===== src/logic/uef_defs.svh =====
// Offsets, field positions, reset values and timing counts of the error flag block
`ifndef UEF_DEFS_SVH
`define UEF_DEFS_SVH

// ----------------------------------------
// Register map
// ----------------------------------------
`define UEF_ADDR_W 8
`define UEF_OFF_FLAGS 8'h00
`define UEF_OFF_CTRL 8'h04
`define UEF_OFF_STATUS 8'h08

// ----------------------------------------
// Flag bit positions
// ----------------------------------------
`define UEF_BIT_STUFF 7
`define UEF_BIT_BUS_MATRIX 6
`define UEF_BIT_MEM_XFER 5
`define UEF_BIT_TURNAROUND 4
`define UEF_BIT_PARTIAL 3
`define UEF_BIT_PAYLOAD_CRC 2
`define UEF_BIT_MODE_DEP 1
`define UEF_BIT_PID 0
`define UEF_FLAG_W 8

// ----------------------------------------
// Control and status fields
// ----------------------------------------
`define UEF_CTRL_HOST_MODE 0
`define UEF_STAT_TA_WAIT 0
`define UEF_STAT_FRAME_BUSY 1

// ----------------------------------------
// Reset values and timing
// ----------------------------------------
`define UEF_FLAGS_RESET 8'h00
`define UEF_CTRL_RESET 1'h0
`define UEF_TURNAROUND_BIT_TIMES 16

`endif


===== src/logic/uef_pkg.sv =====
// Types shared by the error flag block
package uef_pkg;

  // ----------------------------------------
  // Event carriers
  // ----------------------------------------
  typedef struct packed {
    logic eop;
    logic expect_reply;
    logic sop;
    logic stuff_err;
    logic partial_byte;
    logic crc16_fail;
    logic crc5_fail;
    logic truncated;
    logic pid_valid;
    logic [7:0] pid;
  } uef_rx_evt_t;

  typedef struct packed {
    logic bdt_base_invalid;
    logic buf_addr_invalid;
    logic grant_late;
  } uef_dma_evt_t;

  typedef enum logic {
    uef_ta_idle,
    uef_ta_wait
  } uef_ta_state_t;

endpackage : uef_pkg


===== src/logic/uef_error_flags.sv =====
// Error status flag register of the USB controller
//
// Design decisions made here: the register addresses and the address-and-strobe port.
`timescale 1ns/1ps
`include "uef_defs.svh"

// Functional notes
// (RULE1) Bits 31 down to 8 of the flag register read as zero.
// (RULE2) Flags set by hardware, zero at reset, cleared only by writing one.
// (RULE3) Bit stuff violation sets bit 7 and discards the packet.
// (RULE4) Invalid descriptor table base or buffer address sets bit 6.
// (RULE5) Late memory grant or truncated packet sets bit 5.
// (RULE6) Over sixteen idle bit times after end of packet sets bit 4.
// (RULE7) Data field not whole bytes sets bit 3.
// (RULE8) CRC16 failure sets bit 2 and rejects the data packet.
// (RULE9) Bit 1: frame end error in host mode, CRC5 error in device mode.
// (RULE10) Bad identifier complement sets bit 0; CRC5 failure sets bit 1 in device.
module uef_error_flags #(
  parameter int SOF_W = 16
) (
  // Clock and reset
  input wire logic i_core_clk,
  input wire logic i_resetn,
  // Register port
  input wire logic [`UEF_ADDR_W-1:0] i_reg_addr,
  input wire logic [31:0] i_reg_wdata,
  input wire logic i_reg_wr,
  input wire logic i_reg_rd,
  output logic [31:0] o_reg_rdata,
  // Packet receiver events
  input wire uef_pkg::uef_rx_evt_t i_rx,
  input wire logic i_bit_tick,
  // Memory transfer events
  input wire uef_pkg::uef_dma_evt_t i_dma,
  // Frame timing
  input wire logic [SOF_W-1:0] i_sof_count,
  input wire logic i_xfer_busy,
  // Results
  output logic o_packet_reject,
  output logic o_host_mode,
  output logic [`UEF_FLAG_W-1:0] o_flags
);

  if (SOF_W < 2)
  begin : g_bad_sof
    $error("uef_error_flags: SOF_W must be at least 2");
  end

  // ----------------------------------------
  // Declarations
  // ----------------------------------------
  logic [`UEF_FLAG_W-1:0] usb_error_flags;
  logic host_mode;
  logic [`UEF_FLAG_W-1:0] flag_set;
  logic [`UEF_FLAG_W-1:0] flag_clr;
  logic [SOF_W-1:0] sof_prev;
  logic eof_err;
  logic ta_waiting;
  logic ta_timeout;
  logic pid_err;
  logic wr_flags;
  logic wr_ctrl;
  logic [31:0] next_rdata;
  // Reset image kept as a vector so each flop takes exactly its own bit
  localparam logic [`UEF_FLAG_W-1:0] FLAGS_RESET = `UEF_FLAGS_RESET;

  assign wr_flags = i_reg_wr && (i_reg_addr == `UEF_OFF_FLAGS);
  assign wr_ctrl = i_reg_wr && (i_reg_addr == `UEF_OFF_CTRL);

  // ----------------------------------------
  // Helpers
  // ----------------------------------------
  uef_turnaround_timer #(
    .LIMIT(`UEF_TURNAROUND_BIT_TIMES),
    .CNT_W(5)
  ) u_turnaround (
    .i_core_clk(i_core_clk),
    .i_resetn(i_resetn),
    .i_start(i_rx.eop && i_rx.expect_reply),
    .i_activity(i_rx.sop),
    .i_bit_tick(i_bit_tick),
    .o_waiting(ta_waiting),
    .o_timeout(ta_timeout)
  );

  uef_pid_checker u_pid (
    .i_core_clk(i_core_clk),
    .i_resetn(i_resetn),
    .i_pid_valid(i_rx.pid_valid),
    .i_pid(i_rx.pid),
    .o_pid_err(pid_err)
  );

  // ----------------------------------------
  // Frame end detection
  // ----------------------------------------
  // Only the step into zero counts, so a counter parked at zero raises one event
  always_ff @(posedge i_core_clk or negedge i_resetn)
  begin
    if (!i_resetn)
      sof_prev <= '0;
    else
      sof_prev <= i_sof_count;
  end

  // (RULE9) busy as frame counter hits zero
  assign eof_err = host_mode && i_xfer_busy && (i_sof_count == '0) && (sof_prev != '0);

  // ----------------------------------------
  // Set sources
  // ----------------------------------------
  always_comb
  begin
    flag_set = '0;
    // (RULE3) stuff error
    flag_set[`UEF_BIT_STUFF] = i_rx.stuff_err;
    // (RULE4) address invalid
    flag_set[`UEF_BIT_BUS_MATRIX] = i_dma.bdt_base_invalid || i_dma.buf_addr_invalid;
    // (RULE5) late grant or truncation
    flag_set[`UEF_BIT_MEM_XFER] = i_dma.grant_late || i_rx.truncated;
    // (RULE6) turnaround time-out
    flag_set[`UEF_BIT_TURNAROUND] = ta_timeout;
    // (RULE7) partial byte
    flag_set[`UEF_BIT_PARTIAL] = i_rx.partial_byte;
    // (RULE8) payload CRC
    flag_set[`UEF_BIT_PAYLOAD_CRC] = i_rx.crc16_fail;
    // (RULE9) mode dependent bit
    flag_set[`UEF_BIT_MODE_DEP] = host_mode ? eof_err : i_rx.crc5_fail;
    // (RULE10) identifier check
    flag_set[`UEF_BIT_PID] = pid_err;
  end

  assign flag_clr = wr_flags ? i_reg_wdata[`UEF_FLAG_W-1:0] : '0;

  // ----------------------------------------
  // Flag storage
  // ----------------------------------------
  // Set beats clear in the same cycle so no event is lost to a racing write
  for (genvar b = 0; b < `UEF_FLAG_W; b++)
  begin : g_flag
    // (RULE2) sticky write-one-to-clear
    always_ff @(posedge i_core_clk or negedge i_resetn)
    begin
      if (!i_resetn)
        usb_error_flags[b] <= FLAGS_RESET[b];
      else if (flag_set[b])
        usb_error_flags[b] <= 1'b1;
      else if (flag_clr[b])
        usb_error_flags[b] <= 1'b0;
    end
  end

  assign o_flags = usb_error_flags;

  // ----------------------------------------
  // Control register and packet reject
  // ----------------------------------------
  always_ff @(posedge i_core_clk or negedge i_resetn)
  begin
    if (!i_resetn)
      host_mode <= `UEF_CTRL_RESET;
    else if (wr_ctrl)
      host_mode <= i_reg_wdata[`UEF_CTRL_HOST_MODE];
  end

  assign o_host_mode = host_mode;

  // (RULE3) (RULE8) drop the packet
  always_ff @(posedge i_core_clk or negedge i_resetn)
  begin
    if (!i_resetn)
      o_packet_reject <= 1'b0;
    else
      o_packet_reject <= i_rx.stuff_err || i_rx.crc16_fail;
  end

  // ----------------------------------------
  // Read path
  // ----------------------------------------
  // Data only in the cycle after the strobe; unmapped offsets read zero
  always_comb
  begin
    next_rdata = '0;
    if (i_reg_rd)
    begin
      case (i_reg_addr)
        // (RULE1) upper bits zero
        `UEF_OFF_FLAGS: next_rdata[`UEF_FLAG_W-1:0] = usb_error_flags;
        `UEF_OFF_CTRL: next_rdata[`UEF_CTRL_HOST_MODE] = host_mode;
        `UEF_OFF_STATUS:
        begin
          next_rdata[`UEF_STAT_TA_WAIT] = ta_waiting;
          next_rdata[`UEF_STAT_FRAME_BUSY] = i_xfer_busy;
        end
        default: next_rdata = '0;
      endcase
    end
  end

  always_ff @(posedge i_core_clk or negedge i_resetn)
  begin
    if (!i_resetn)
      o_reg_rdata <= '0;
    else
      o_reg_rdata <= next_rdata;
  end
endmodule : uef_error_flags


===== src/logic/uef_pid_checker.sv =====
// Packet identifier check against its complement nibble
`timescale 1ns/1ps

module uef_pid_checker (
  // Clock and reset
  input wire logic i_core_clk,
  input wire logic i_resetn,
  // Received identifier
  input wire logic i_pid_valid,
  input wire logic [7:0] i_pid,
  // Result
  output logic o_pid_err
);

  // ----------------------------------------
  // Complement check
  // ----------------------------------------
  // (RULE10) identifier versus complement
  always_ff @(posedge i_core_clk or negedge i_resetn)
  begin
    if (!i_resetn)
      o_pid_err <= 1'b0;
    else
      o_pid_err <= i_pid_valid && (i_pid[7:4] != ~i_pid[3:0]);
  end
endmodule : uef_pid_checker


===== src/logic/uef_turnaround_timer.sv =====
// Bus turnaround idle timer counted in bit times
`timescale 1ns/1ps
`include "uef_defs.svh"

module uef_turnaround_timer #(
  parameter int LIMIT = `UEF_TURNAROUND_BIT_TIMES,
  parameter int CNT_W = 5
) (
  // Clock and reset
  input wire logic i_core_clk,
  input wire logic i_resetn,
  // Link events
  input wire logic i_start,
  input wire logic i_activity,
  input wire logic i_bit_tick,
  // Results
  output logic o_waiting,
  output logic o_timeout
);

  if ((1 << CNT_W) <= LIMIT)
  begin : g_bad_width
    $error("uef_turnaround_timer: CNT_W too small for LIMIT");
  end

  uef_pkg::uef_ta_state_t state;
  logic [CNT_W-1:0] cnt;

  // ----------------------------------------
  // Idle counter
  // ----------------------------------------
  // (RULE6) more than sixteen idle bits
  always_ff @(posedge i_core_clk or negedge i_resetn)
  begin
    if (!i_resetn)
    begin
      state <= uef_pkg::uef_ta_idle;
      cnt <= '0;
      o_timeout <= 1'b0;
    end
    else
    begin
      o_timeout <= 1'b0;
      case (state)
        uef_pkg::uef_ta_idle:
        begin
          if (i_start)
          begin
            state <= uef_pkg::uef_ta_wait;
            cnt <= '0;
          end
        end
        uef_pkg::uef_ta_wait:
        begin
          // A new end of packet restarts the count and wins over bus activity, which otherwise ends the wait
          if (i_start)
            cnt <= '0;
          else if (i_activity)
            state <= uef_pkg::uef_ta_idle;
          else if (i_bit_tick)
          begin
            if (cnt == CNT_W'(LIMIT))
            begin
              state <= uef_pkg::uef_ta_idle;
              o_timeout <= 1'b1;
            end
            else
              cnt <= cnt + 1'b1;
          end
        end
        default:
          state <= uef_pkg::uef_ta_idle;
      endcase
    end
  end

  assign o_waiting = (state == uef_pkg::uef_ta_wait);
endmodule : uef_turnaround_timer


===== config.mk =====
export PLATFORM = sky130hd
export DESIGN_NAME = uef_error_flags
export DESIGN_NICKNAME = d
export VERILOG_FILES = /design/src/logic/uef_pkg.sv /design/src/logic/uef_error_flags.sv /design/src/logic/uef_pid_checker.sv /design/src/logic/uef_turnaround_timer.sv
export VERILOG_INCLUDE_DIRS = /design/src /design/src/logic
export SDC_FILE = /design/constraint.sdc
export NUM_CORES = 1
export LEC_CHECK = 0
export ABC_AREA = 1
export BUFFER_PORTS_ARGS = -buffer_cell sky130_fd_sc_hd__buf_2
export CAP_MARGIN = 20
export CORE_MARGIN = 5
export CORE_UTILIZATION = 38
export CTS_CLUSTER_DIAMETER = 40
export CTS_CLUSTER_SIZE = 30
export DETAILED_ROUTE_END_ITERATION = 6
export PLACE_DENSITY = 0.74
export SKIP_LAST_GASP = 1
export SLEW_MARGIN = 20
export SYNTH_ARGS = -nofsm -noshare
export SYNTH_HDL_FRONTEND = slang
export SYNTH_SLANG_ARGS = --single-unit

===== constraint.sdc =====
create_clock -name i_core_clk -period 1.7 [get_ports i_core_clk]
set_clock_uncertainty 0.2 [all_clocks]
set_input_delay 0.17 -clock i_core_clk [delete_from_list [all_inputs] [get_ports i_core_clk]]
set_output_delay 0.17 -clock i_core_clk [all_outputs]
set_load 0.02 [all_outputs]

# Yosys cells after proc, flatten, opt, wreduce, memory -nomap -nowiden
# Cells that the tools add are included.
[totals]
ff_bits = 42
in_bits = 82
output_inout_bits = 42
word_cells = 88
[classes]
addsub = 1
n_eq_ne = 8
n_mux = 39
bitwise_logic = 2
reduce_logical = 22
[op_table]
columns = ["operator", "n"]
rows = [
  ["two-way mux 1 bit", 27],
  ["two-way mux 5 bit", 5],
  ["logical NOT 16 bit", 1],
  ["two-way mux 8 bit", 2],
  ["nonzero test 16 bit", 1],
  ["nonzero test 2 bit", 8],
  ["case mux 5 bit (2 select lines)", 1],
  ["!= test 3 x 2 -> 1 bit (second input constant)", 3],
  ["equality test 8 x 3 -> 1 bit (second input constant)", 1],
  ["equality test 8 x 4 -> 1 bit (second input constant)", 1],
  ["logical NOT 8 bit", 1],
  ["logical AND 1 bit", 7],
  ["two-way mux 6 bit", 1],
  ["adder 5 x 1 -> 5 bit (second input constant)", 1],
  ["equality test 5 bit (second input constant)", 1],
  ["!= test 4 bit", 1],
  ["NOT 4 bit", 1],
  ["case mux 1 bit (2 select lines)", 2],
  ["AND reduction 4 bit", 1],
  ["logical OR 1 bit", 3],
  ["case mux 1 bit (3 select lines)", 1],
  ["!= test 2 x 1 -> 1 bit (second input constant)", 1],
  ["NOT 1 bit", 1],
]

# Logic depth before layout (Yosys ltp)
# Gate-level depths: netlist of run 1.
[depth]
word_depth = 6
mapped_depth = 8
depth_no_buf = 8

# Cells and area by module
# Synthesis of run 1 repeated with hierarchy kept, for this count alone.
[unflattened]
cells_unflattened = 258
hier_area_um2 = 2080.7
[by_module_without_submodules]
columns = ["mod", "n_inst", "cells_per_inst", "area_per_inst_um2", "seq_area_each_um2"]
rows = [
  ["uef_error_flags", 1, 172, 1522.7, 850.8],
  ["uef_turnaround_timer", 1, 62, 446.7, 175.2],
  ["uef_pid_checker", 1, 24, 111.4, 25.0],
]

# Worst setup path after synthesis of run 1
# OpenSTA, ideal clock, no wires.
[synth_timing]
path_kind = "register to register"
start = "reg u_turnaround.cnt[0]"
end = "reg u_turnaround.cnt[2]"
setup_time_ns = 0.121
t_arrival_ns = 1.037
t_required_ns = 1.379
slack_ns = 0.342
stages_incl_launch_ff = 9
path_buffers = 0
period_less_slack_ns = 1.358
cell_sequence = "dfrtp_1 inv_1 ha_1 nand3_1 clkinv_2 nor2_4 nor2_4 nand2_1 o21ai_1"
[synth_via]
elab_chain_len = 6
word_cells_on_any_way = 9
classes_between = "add/sub (1); eq/ne (2); mux (5); reduce/logical (1)"
[synth_rtl]
columns = ["item", "line", "rtl"]
rows = [
  ["start, declared", "uef_turnaround_timer.sv:27", "logic [CNT_W-1:0] cnt;"],
  ["start signal, assigned", "uef_turnaround_timer.sv:68", "cnt <= cnt + 1'b1;"],
  ["adder 5 x 1 -> 5 bit", "uef_turnaround_timer.sv:68", ""],
  ["two-way mux 5 bit", "uef_turnaround_timer.sv:62", "if (cnt == CNT_W'(LIMIT))"],
  ["two-way mux 5 bit", "uef_turnaround_timer.sv:60", "else if (i_bit_tick)"],
  ["two-way mux 5 bit", "uef_turnaround_timer.sv:58", "else if (i_activity)"],
  ["two-way mux 5 bit", "uef_turnaround_timer.sv:56", "if (i_start)"],
  ["case mux 5 bit (2 select lines)", "uef_turnaround_timer.sv:44", "case (state)"],
]
# Several ways; a longest one is shown, not always the timed one. The select of a mux whose other input is x is not followed.
# A chain may end at the register's enable or synchronous reset.

# Final worst setup path of run 1
[layout_timing]
start = "in i_dma[0] (netlist name)"
end = "reg usb_error_flags[5] (netlist: o_flags[5])"
[layout_via]
elab_chain_len = 2
word_cells_on_any_way = 3
classes_between = "mux (1); reduce/logical (2)"
[layout_rtl]
columns = ["item", "line", "rtl"]
rows = [
  ["start, declared", "uef_error_flags.sv:34", "input wire uef_pkg::uef_dma_evt_t i_dma,"],
  ["logical OR 1 bit (*)", "uef_error_flags.sv:120", "flag_set[`UEF_BIT_MEM_XFER] = i_dma.grant_late || i_rx.truncated;"],
  ["two-way mux 1 bit / nonzero test 2 bit (equally long branches)", "n/a", ""],
  ["end signal, assigned by index", "uef_error_flags.sv:145", "usb_error_flags[b] <= FLAGS_RESET[b];"],
  ["end, declared", "uef_error_flags.sv:52", "logic [`UEF_FLAG_W-1:0] usb_error_flags;"],
]
# Every way passes the cells marked *; elsewhere a longest branch is shown, timed or not.

==> flow_summary.rst, run 1 <==
.. list-table::
   :header-rows: 1

   * - Metric
     - Value
   * - Status
     - finished clean
   * - Top-count cell post-synth
     - nand2_1
   * - Area share of and/or/nand/nor cells after synthesis
     - 25.7%
   * - Final TNS setup
     - 0 ps
   * - Largest cells by area after synthesis
     - dfrtp_1 53%, buf_4 9.0%, nand2_1 8.8%
   * - Number of hold-slack violations in the final timing report
     - 0
   * - Portion of the post-synthesis area used by sequential elements
     - 52.6%
   * - Filler cell count
     - 443
   * - TritonCTS clock tree
     - yes
   * - CP endpoint kind
     - flop
   * - Met1 wire length
     - 1840 um
   * - Sinks on Clock Net
     - 42
   * - Netlist area before placement
     - 2000 sq um
   * - Post-DR wirelength/cell
     - 11.6 um
   * - Global-route wire length before repair
     - 7470 um
   * - Worst vdd rail ir drop
     - 405 uV
   * - Net switching fraction of the power
     - 24.2%
   * - Share of post-route cells with drive strength above 1
     - 28.9%
   * - Register bit count reported by yosys
     - 42
   * - Power dissipated by switching net loads
     - 514 uW
   * - Synth Warn #
     - 0
   * - Placer congestion estimate
     - 0.817
   * - Initial core utilization
     - 39.1%
   * - Vias in the first global route
     - 1778
   * - Top Ports
     - 124
   * - Count of flip-flops with a built-in enable after synthesis
     - 0
   * - Number of vias after detailed routing
     - 1757
   * - Critical path class
     - input port to flop
   * - Placed cell areas
     - 2390 sq um
   * - Vias per Instance
     - 4.15
   * - Worst hold-check path type
     - input port to flop
   * - Cell type with the highest aggregate area in the netlist
     - dfrtp_1
   * - Final setup violation count
     - 0
   * - Die Footprint
     - 6810 sq um
   * - Number of maximum-capacitance violations
     - 0
   * - CORE AREA
     - 5110 sq um
   * - Total internal power
     - 1610 uW
   * - Share of total power in combinational logic
     - 14.6%
   * - Total congestion overflow
     - 0
   * - Wire length reported by the detailed router
     - 4930 um
   * - Count of instances resized after the clock tree is built
     - 0
   * - Overall die width
     - 82.5 um
   * - Total CTS buffers
     - 5
   * - Total Power
     - 2120 uW
   * - Pin count of the biggest net entering global routing
     - 27
   * - Max clock buf depth
     - 2
   * - Fraction of synthesized cell area in xor and xnor cells
     - 2.63%
   * - Async set or reset register ratio after synthesis
     - 100%
   * - Number of cell rows
     - 26
   * - Power density cells
     - 726 nW/um^2
   * - Minimum period implied by the final worst setup slack
     - 1580 ps
   * - Syn_area_per_cell
     - 8.84 sq um
   * - Main combinational cell family by area after synthesis
     - simple AND/OR/NAND/NOR gates
   * - Required time reported for the critical path endpoint
     - 1680 ps
   * - Number of distinct library cells after synthesis
     - 25
   * - Post-route ant nets
     - 0
   * - Complex-gate fraction of the synthesized area
     - 2.32%
   * - Synthesis-to-finish area growth
     - 46.5%
   * - Number of pins with negative max-slew slack in the final report
     - 0
   * - Number of DRC violations after detailed-routing iteration 0
     - 61
   * - Highest metal layer with signal wires
     - met4
   * - Maximum fanout along the worst path
     - 1
   * - Kind of launch point of the worst setup path
     - input port
   * - Ant. Diodes
     - 0
   * - NumNets Final
     - 436
   * - Finished Cell Area
     - 2930 sq um
   * - Achievable clock frequency
     - 634 MHz
   * - Number of standard cells after synthesis
     - 226
   * - Critical path arrival
     - 1560 ps
   * - Post-synth top flop
     - dfrtp_1
   * - Clock network fraction of total power
     - 36.2%
   * - Adder-Cell Fraction of Synth Area
     - 1.25%
   * - Setup repair after global routing missed its margin
     - no
   * - Sequential share of power
     - 49.2%
   * - Period Utilization, post-route
     - 92.7%
   * - Remaining DRCs
     - 0
   * - Total number of H-tree levels
     - 2
   * - Clock slew seen by the registers of the worst setup and hold paths
     - 80 ps
   * - Multiplexer area fraction after synthesis
     - 0%
   * - Clk Latency, worst-skew pair
     - 290 ps
   * - Leakage power figure
     - 0.00161 uW
   * - Wire length on met2
     - 2620 um
   * - Share of the synthesized area in the top cell type
     - 52.6%
   * - Ranking of synthesized cells by instance count
     - 47 x nand2_1, 42 x dfrtp_1, 33 x nor2_1, 30 x inv_1, 24 x buf_4
   * - Initial antenna violation count
     - 0
   * - Input/output buffers
     - 75
   * - Overall fraction of global-route tracks in use
     - 14.6%
   * - Vertical extent of the die
     - 82.5 um
   * - Number of detailed-routing iterations run before antenna repair
     - 4
   * - Post-layout util
     - 57.3%
   * - Met3 wire length
     - 373 um
   * - Final HPWL from detailed placement
     - 3330 um
   * - Clock Tree Root
     - clkbuf_8
-- power groups by stage --
stage / Combinational (uW) / Sequential [uW] / Clock [uW]
floorplan: 160 / 1060 / 0
detailed placement: 238 / 1060 / 0
finish: 310 / 1040 / 770
CTS: 306 / 1040 / 782
global placement: 234 / 1060 / 0
global route: 344 / 1050 / 830
-- worst paths after layout --
| check | slack [ps] | cells after the start | to | startpoint |
|---|---|---|---|---|
| worst max-delay path | 120 | 5 | o_flags[5] | i_dma[0] |
| worst min-delay path | 4 | 4 | o_flags[1] | i_reg_wdata[1] |
| worst max register to register | 240 | 2 | o_flags[3] | o_flags[3] |
| worst min register to register | 230 | 1 | o_flags[4] | u_turnaround.o_timeout |
| max in group asynchronous | 690 | 3 | o_flags[5] | i_resetn |
| min in group asynchronous | 130 | 2 | sof_prev[0] | i_resetn |
-- area by class of cell --
type                       count  area [sq um]  area share (%)
clock buffer                   6          72.6            2.48
clock inverter                 2          37.5            1.28
inverter                      33           125            4.27
multi-input combinational    150           728            24.9
sequential                    42          1050            35.9
tap                           70          87.6            2.99
timing repair buffer         120           826            28.2
-- state kept, by name, indices dropped and copies added, names as in the netlist --
signal,count
u_turnaround.o_waiting,1
o_flags,8
o_packet_reject,1
u_pid.o_pid_err,1
sof_prev,16
o_host_mode,1
u_turnaround.o_timeout,1
u_turnaround.cnt,5
o_reg_rdata,8
-- critical path, stage by stage --
cell	delay, ps
dlygate4sd3_1	530
buf_2	130
nor2_1	110
dlygate4sd3_1	560
nand2_1	50
-- stage by stage --
| stage | std cells | setup WS (ps) | hold slack, ps |
|---|---|---|---|
| after floorplan | 249 | 342 | -326 |
| after global placement | 371 | 267 | -82.8 |
| after detailed placement | 371 | 262 | -74.7 |
| after CTS | 419 | 128 | 7.76 |
| after global routing | 423 | 16.5 | 15.3 |
| final | 423 | 124 | 3.95 |
-- layer usage --
metal,global-route usage [%],vias to the layer above
li1,-,887
met2,28.4,66
met1,14.6,794
met4,5.56,0
met5,0,-
met3,3.90,10
-- kinds of logic (layout without fill, tap and decap cells) --
logic type	Yosys count	after routing
compound gates	8	8
xor+xnor	6	6
flops	42	42
buf+inv	57	161
fa+ha+maj	2	2
simple gates	110	110
other cells	1	24
-- what timing repair did --
item                                   in CTS  in global routing
hold buffers                               40                  0
endpoints found under the hold margin      73                  0
setup endpoints to repair                   0                  1
setup buffers                               0                  4
-- placed cells by master (no fill, tap or decap), types with 2 or more instances in the layout --
| master | instances |
|---|---|
| nand2_2 | 4 |
| buf_2 | 75 |
| conb_1 | 24 |
| nor2_4 | 3 |
| xnor2_1 | 2 |
| o21ai_1 | 5 |
| a21o_1 | 2 |
| clkbuf_8 | 5 |
| xor2_1 | 4 |
| nor2_1 | 33 |
| dlygate4sd3_1 | 40 |
| nand3_1 | 14 |
| inv_1 | 30 |
| ha_1 | 2 |
| nand2_1 | 47 |
| dfrtp_1 | 42 |
| buf_4 | 4 |
| nand4_1 | 2 |
| nor2_2 | 2 |
Power figures use the tool's default switching activity.
==> inputs of run 2 (changes only) <==
--- a/config.mk
+++ b/config.mk
@@ -6,7 +6,6 @@
 export SDC_FILE = /design/constraint.sdc
 export NUM_CORES = 1
 export LEC_CHECK = 0
-export ABC_AREA = 1
 export BUFFER_PORTS_ARGS = -buffer_cell sky130_fd_sc_hd__buf_2
 export CAP_MARGIN = 20
 export CORE_MARGIN = 5
@@ -14,9 +13,10 @@
 export CTS_CLUSTER_DIAMETER = 40
 export CTS_CLUSTER_SIZE = 30
 export DETAILED_ROUTE_END_ITERATION = 6
-export PLACE_DENSITY = 0.74
+export PLACE_DENSITY = 0.76
 export SKIP_LAST_GASP = 1
 export SLEW_MARGIN = 20
 export SYNTH_ARGS = -nofsm -noshare
 export SYNTH_HDL_FRONTEND = slang
+export SYNTH_HIERARCHICAL = 1
 export SYNTH_SLANG_ARGS = --single-unit
==> run 2 against run 1 <==
  * Core utilization rose by 1.6 points
  * Largest cell class unchanged
  * Power grew 7.0%
  * Global-route usage shrank 0.15 points
  * Critical endpoint is now u_turnaround/cnt[0]
==> flow_summary.rst, run 2 <==
.. list-table::
   :header-rows: 1

   * - Metric
     - Value
   * - Count of flip-flops with a built-in enable after synthesis
     - 0
   * - Number of vias after detailed routing
     - 1548
   * - Power density cells
     - 822 nW/um^2
   * - Worst vdd rail ir drop
     - 402 uV
   * - Critical path class
     - flop to flop
   * - Top-count cell post-synth
     - dfrtp_1
   * - Top Ports
     - 124
   * - Wire length on met2
     - 2360 um
   * - Cell type with the highest aggregate area in the netlist
     - dfrtp_1
   * - Number of DRC violations after detailed-routing iteration 0
     - 43
   * - Multiplexer area fraction after synthesis
     - 1.72%
   * - Register with the most flip-flops
     - sof_prev
   * - Minimum hold slack
     - 11.7 ps
   * - Netlist area before placement
     - 1820 sq um
   * - Wire length reported by the detailed router
     - 4450 um
   * - Total Power
     - 2270 uW
   * - Sinks on Clock Net
     - 42
   * - NumNets Final
     - 367
   * - Area share of and/or/nand/nor cells after synthesis
     - 18.3%
   * - Main combinational cell family by area after synthesis
     - simple AND/OR/NAND/NOR gates
   * - Complex-gate fraction of the synthesized area
     - 7.29%
   * - Number of hold-slack violations in the final timing report
     - 0
   * - Initial core utilization
     - 38.8%
   * - Finished Cell Area
     - 2770 sq um
   * - Total number of H-tree levels
     - 2
   * - Number of detailed-routing iterations run before antenna repair
     - 4
   * - Total CTS buffers
     - 5
   * - Final setup violation count
     - 0
   * - Minimum period implied by the final worst setup slack
     - 1670 ps
   * - Vias in the first global route
     - 1571
   * - Initial antenna violation count
     - 0
   * - Slowest cell on the critical path
     - or3_2
   * - Post-placement worst setup slack
     - -86.6 ps
   * - Number of standard cells after synthesis
     - 157
   * - Largest cells by area after synthesis
     - dfrtp_1 58%, buf_4 9.9%, nand2_1 2.7%
   * - Share of the synthesized area in the top cell type
     - 57.8%
   * - Leakage power figure
     - 0.00132 uW
   * - Adder-Cell Fraction of Synth Area
     - 1.38%
   * - Total congestion overflow
     - 0
   * - Met1 wire length
     - 1650 um
   * - Series of cell instances along the critical path
     - inv_1 > ha_1 > and4bb_4 > or3_2 > a21oi_1
   * - Syn_area_per_cell
     - 11.6 sq um
   * - Clock slew seen by the registers of the worst setup and hold paths
     - 80 ps
   * - Placed cell areas
     - 2230 sq um
   * - Ranking of synthesized cells by instance count
     - 42 x dfrtp_1, 24 x buf_4, 13 x nand2_1, 7 x and2_1, 6 x nor4_1
   * - CORE AREA
     - 4690 sq um
   * - Number of cell rows
     - 25
   * - Kind of launch point of the worst setup path
     - flop
   * - Post-synth top flop
     - dfrtp_1
   * - Highest metal layer with signal wires
     - met4
   * - Final HPWL from detailed placement
     - 3110 um
   * - Largest stage delay, worst path
     - 440 ps
   * - Clock Tree Root
     - clkbuf_8
   * - Final setup margin
     - 26.4 ps
   * - Status
     - finished clean
   * - Achievable clock frequency
     - 598 MHz
   * - Overall fraction of global-route tracks in use
     - 14.5%
   * - Number of maximum-capacitance violations
     - 0
   * - Input/output buffers
     - 75
   * - Period Utilization, post-route
     - 98.4%
   * - Ant. Diodes
     - 0
   * - Die Footprint
     - 6270 sq um
   * - Number of pins with negative max-slew slack in the final report
     - 0
   * - Synth Warn #
     - 6
   * - Pin count of the biggest net entering global routing
     - 23
   * - Post-DR wirelength/cell
     - 13.2 um
   * - Synthesis-to-finish area growth
     - 52.0%
   * - Max FFs per register
     - 16
   * - Final TNS setup
     - 0 ps
   * - Required time reported for the critical path endpoint
     - 1720 ps
   * - Commonest cells after routing, fill and taps aside
     - 75 x buf_2, 42 x dfrtp_1, 38 x dlygate4sd3_1, 24 x conb_1, 13 x nand2_1
   * - Async set or reset register ratio after synthesis
     - 100%
   * - Critical path arrival
     - 1690 ps
   * - Vias per Instance
     - 4.58
   * - Global-route wire length before repair
     - 7030 um
   * - Register bit count reported by yosys
     - 42
   * - Fraction of synthesized cell area in xor and xnor cells
     - 1.93%
   * - CP endpoint kind
     - flop
   * - Remaining DRCs
     - 0
   * - Share of post-route cells with drive strength above 1
     - 35.9%
   * - Post-route ant nets
     - 0
   * - Most common library cell in the layout ignoring fill and taps
     - buf_2
   * - TritonCTS clock tree
     - yes
   * - Vertical extent of the die
     - 79.2 um
   * - Met3 wire length
     - 369 um
   * - Overall die width
     - 79.2 um
   * - Worst hold-check path type
     - input port to flop
   * - Number of distinct library cells after synthesis
     - 36
   * - Placer congestion estimate
     - 0.767
   * - Clk Latency, worst-skew pair
     - 290 ps
   * - Max clock buf depth
     - 2
   * - Maximum fanout along the worst path
     - 6
   * - Portion of the post-synthesis area used by sequential elements
     - 57.8%
   * - Setup repair after global routing missed its margin
     - yes
==> run 2: changes by cell type after synthesis, sizes merged, moves of 3 or more <==
cell | before | now
nand2 | 52 | 13
nor2 | 39 | 4
inv | 31 | 5
nand3 | 14 | 5
and2 | 0 | 7
nor4 | 1 | 7
or3 | 0 | 5
a21oi | 0 | 4
xor2 | 4 | 0
a21o | 2 | 5
==> run 2: area by class of cell <==
cell class	count	area, sq um
clock buffer	5	68.8
multi-input combinational	107	654
timing repair buffer	122	836
sequential	42	1050
fill	398	1930
clock inverter	3	68.8
tap	54	67.6
inverter	5	18.8
==> run 2: worst max-delay path, delay by kind of cell, from the launching register on <==
family / cells / cell delay, ps
simple gates: 2 / 660
buf+inv: 1 / 50
fa+ha+maj: 1 / 190
flops: 1 / 350
compound gates: 1 / 150
==> run 2: per-layer routing <==
metal / GRT usage (%) / vias to the layer above
li1: - / 746
met1: 14.7 / 731
met2: 27.7 / 64
met3: 3.97 / 7
met4: 5.67 / 0
met5: 0 / -
==> run 2: through the flow <==
stage          instances  util (%)
2_1_floorplan        180         -
3_3_place_gp         291      47.6
3_5_place_dp         291      47.6
4_1_cts              337      58.7
5_1_grt              338      58.9
6_report             338      58.9
==> run 2: final timing paths <==
kind	from	end	slack (ps)	cells past startpoint
setup / recovery	u_turnaround/cnt[0]	u_turnaround/cnt[0]	30	5
hold / removal	i_bit_tick	u_turnaround/o_waiting	10	3
setup reg to reg	u_turnaround/cnt[0]	u_turnaround/cnt[0]	30	5
hold reg to reg	u_pid/o_pid_err	o_flags[0]	240	1
max in group asynchronous	i_resetn	sof_prev[1]	660	3
min in group asynchronous	i_resetn	o_reg_rdata[1]	170	2
==> run 2: cells by family (layout without fill, tap and decap cells) <==
family / count (synthesis) / after routing
AO/OA/AOI/OAI: 19 / 19
XOR/XNOR: 4 / 4
adder cells (fa/ha/maj): 2 / 2
buffers and inverters: 31 / 135
flip-flops: 42 / 42
multiplexers: 3 / 3
other: 1 / 24
AND/OR/NAND/NOR: 55 / 55
==> run 2: what timing repair did <==
action,4_1_cts,5_1_grt
hold buffers,38,0
gates resized for setup,1,1
hold endpoints to repair,50,0
endpoints found under the setup margin,2,5
pin swaps,3,3
buffers inserted,0,1
==> run 2: power breakdown <==
part	internal [uW]	switching (uW)
registers	1030	17.5
logic	147	144
clock network	588	345
==> inputs of run 3 (changes only) <==
--- a/config.mk
+++ b/config.mk
@@ -13,10 +13,9 @@
 export CTS_CLUSTER_DIAMETER = 40
 export CTS_CLUSTER_SIZE = 30
 export DETAILED_ROUTE_END_ITERATION = 6
-export PLACE_DENSITY = 0.76
+export PLACE_DENSITY = 0.77
 export SKIP_LAST_GASP = 1
 export SLEW_MARGIN = 20
 export SYNTH_ARGS = -nofsm -noshare
 export SYNTH_HDL_FRONTEND = slang
-export SYNTH_HIERARCHICAL = 1
 export SYNTH_SLANG_ARGS = --single-unit
==> run 3 against run 2 <==
  * Flip-flop and latch count unchanged
  * Register-to-register slack better by 80 ps
  * Final area down 1.4%
  * Sequential share of layout area rose by 0.56 points
  * Synthesized cell count fell by 1.9%
  * Critical path type is now input port to flop
  * Combinational power about the same
  * Area after synthesis shrank 1.0%
  * Critical path depth stayed put
  * Largest power group unchanged
  * Core utilization is 0.46 points lower
  * Via count fell by 5.7%
==> flow_summary.rst, run 3 <==
.. list-table::
   :header-rows: 1

   * - Metric
     - Value
   * - Status
     - finished clean
   * - Filler cell count
     - 385
   * - Required time reported for the critical path endpoint
     - 1730 ps
   * - Maximum fanout along the worst path
     - 3
   * - Async set or reset register ratio after synthesis
     - 100%
   * - Post-placement worst setup slack
     - 0.289 ps
   * - Post-route ant nets
     - 0
   * - Worst vdd rail ir drop
     - 356 uV
   * - Die Footprint
     - 6210 sq um
   * - Global-route wire length before repair
     - 6630 um
   * - Synthesis-to-finish area growth
     - 51.4%
   * - Syn_area_per_cell
     - 11.7 sq um
   * - Area occupied by multi-input gates
     - 648 sq um
   * - Sequential share of power
     - 46.3%
   * - Critical path arrival
     - 1660 ps
   * - Achievable clock frequency
     - 613 MHz
   * - Share of total power in combinational logic
     - 12.9%
   * - Top Ports
     - 124
   * - Post-DR wirelength/cell
     - 13.1 um
   * - Worst hold-check path type
     - input port to flop
   * - Remaining DRCs
     - 0
   * - RR Startpoint
     - sof_prev[1]
   * - Max clock buf depth
     - 2
   * - Clock Tree Root
     - clkbuf_8
   * - NumNets Final
     - 360
   * - Kind of launch point of the worst setup path
     - input port
   * - Placed cell areas
     - 2190 sq um
   * - Sinks on Clock Net
     - 42
   * - CORE AREA
     - 4660 sq um
   * - Overall fraction of global-route tracks in use
     - 13.8%
   * - R2r setup slk
     - 110 ps
   * - Number of DRC violations after detailed-routing iteration 0
     - 35
   * - Minimum hold slack
     - 9.99 ps
   * - Final setup violation count
     - 0
   * - Vertical extent of the die
     - 78.8 um
   * - Vias in the first global route
     - 1481
   * - Final TNS setup
     - 0 ps
   * - Worst R2R Path Depth
     - 4
   * - Overall die width
     - 78.8 um
   * - Wire length reported by the detailed router
     - 4320 um
   * - Total congestion overflow
     - 0
   * - Number of cell rows
     - 25
   * - Finished Cell Area
     - 2730 sq um
   * - Reg-to-reg endpoint
     - o_flags[1]
   * - Placer congestion estimate
     - 0.793
   * - TritonCTS clock tree
     - yes
   * - Total internal power
     - 1760 uW
   * - Clock network fraction of total power
     - 40.9%
   * - Net switching fraction of the power
     - 21.8%
   * - Initial core utilization
     - 38.6%
   * - Storage element area
     - 1050 sq um
   * - Total CTS buffers
     - 5
   * - Input/output buffers
     - 75
   * - Minimum period implied by the final worst setup slack
     - 1630 ps
   * - Destination of the worst hold path
     - u_turnaround.o_waiting
   * - CP endpoint kind
     - flop
   * - Max FFs per register
     - 16
   * - Clk Latency, worst-skew pair
     - 290 ps
   * - Most common library cell in the layout ignoring fill and taps
     - buf_2
   * - Power density cells
     - 827 nW/um^2
   * - Cell type with the highest aggregate area in the netlist
     - dfrtp_1
   * - Initial antenna violation count
     - 0
   * - Setup repair after global routing missed its margin
     - no
   * - Post-synth top flop
     - dfrtp_1
   * - Total number of H-tree levels
     - 2
   * - Number of vias after detailed routing
     - 1460
   * - Largest cells by area after synthesis
     - dfrtp_1 58%, buf_4 10%, xnor2_1 2.4%
   * - Vias per Instance
     - 4.41
   * - Ant. Diodes
     - 0
   * - Share of the synthesized area in the top cell type
     - 58.4%
   * - Count of flip-flops with a built-in enable after synthesis
     - 0
   * - Number of standard cells after synthesis
     - 154
   * - Number of pins with negative max-slew slack in the final report
     - 0
   * - Synth Warn #
     - 0
   * - Register with the most flip-flops
     - sof_prev
   * - Register bit count reported by yosys
     - 42
   * - Ranking of synthesized cells by instance count
     - 42 x dfrtp_1, 24 x buf_4, 10 x nand2_1, 9 x nor2_1
   * - Netlist area before placement
     - 1800 sq um
   * - Number of stages on the worst hold path
     - 3
   * - Number of detailed-routing iterations run before antenna repair
     - 4
   * - Clock slew seen by the registers of the worst setup and hold paths
     - 80 ps
   * - Share of post-route cells with drive strength above 1
     - 34.7%
   * - Critical path class
     - input port to flop
   * - Hold Crit Start
     - i_bit_tick
   * - Final setup margin
     - 69.7 ps
   * - Period Utilization, post-route
     - 95.9%
   * - Commonest cells after routing, fill and taps aside
     - 75 x buf_2, 42 x dfrtp_1, 38 x dlygate4sd3_1, 24 x conb_1, 10 x nand2_1
   * - Leakage power figure
     - 0.00132 uW
   * - Power dissipated by switching net loads
     - 491 uW
   * - Number of distinct library cells after synthesis
     - 37
   * - Number of hold-slack violations in the final timing report
     - 0
   * - Portion of the post-synthesis area used by sequential elements
     - 58.4%
   * - Number of maximum-capacitance violations
     - 0
   * - Top-count cell post-synth
     - dfrtp_1
   * - Pin count of the biggest net entering global routing
     - 26
   * - Final HPWL from detailed placement
     - 2910 um
[run 3: metal layers]
layer	routed length, um	track usage, %
met5	0	0
met4	101	6.36
met3	394	4.08
met2	2130	24.8
met1	1690	14.9
[run 3: worst max-delay path by stage]
stage	slack, ps	cells past startpoint	start	to
after global routing	20	5	i_reg_rd	o_reg_rdata[1]
after CTS	70	6	u_turnaround.cnt[1]	u_turnaround.cnt[0]
after global placement	5	6	i_reg_addr[1]	o_flags[3]
after detailed placement	0.3	6	i_reg_addr[1]	o_flags[3]
final	70	5	i_reg_rd	o_reg_rdata[1]
after floorplan	180	6	u_turnaround.cnt[0]	u_turnaround.cnt[0]
[run 3: layout make-up]
class                      count  share of cell area [%]
clock buffer                   5                    2.53
clock inverter                 3                    2.53
inverter                       4                   0.551
multi-input combinational    105                    23.8
sequential                    42                    38.6
tap                           54                    2.48
timing repair buffer         118                    29.6
[run 3: stage by stage]
step           utilization [%]  cells  power (uW)
5_1_grt                   58.5    331        2340
3_3_place_gp              47.0    285        1280
3_5_place_dp              47.0    285        1280
6_report                  58.5    331        2250
4_1_cts                   58.1    331        2270
2_1_floorplan                -    177        1200
[run 3: timing repair]
| action | 4_1_cts | 5_1_grt |
|---|---|---|
| resized for setup | 0 | 3 |
| endpoints found under the hold margin | 72 | 0 |
| setup buffers | 0 | 0 |
| hold buffers | 38 | 0 |
| endpoints found under the setup margin | 0 | 4 |
[run 3: power by group through the flow]
stage	Clock, uW	Combinational (uW)	Sequential, uW
finish	920	290	1040
global placement	0	214	1060
floorplan	0	135	1070
global route	978	319	1050
detailed placement	0	218	1060
CTS	945	284	1040
[run 3: cell families (layout without fill, tap and decap cells)]
| logic type | Yosys count | in the layout | synth area share (%) |
|---|---|---|---|
| AO/OA/AOI/OAI | 15 | 15 | 6.12 |
| XOR/XNOR | 7 | 7 | 3.41 |
| adder cells (fa/ha/maj) | 2 | 2 | 1.39 |
| buffers and inverters | 30 | 130 | 11.3 |
| flip-flops | 42 | 42 | 58.4 |
| multiplexers | 3 | 3 | 1.74 |
| other | 1 | 24 | 0.208 |
| AND/OR/NAND/NOR | 54 | 54 | 17.4 |
[run 3: worst max-delay path: stages]
cell,delay (ps)
dlygate4sd3_1,520
buf_2,100
nand3_1,110
nor3_2,180
dlygate4sd3_1,570
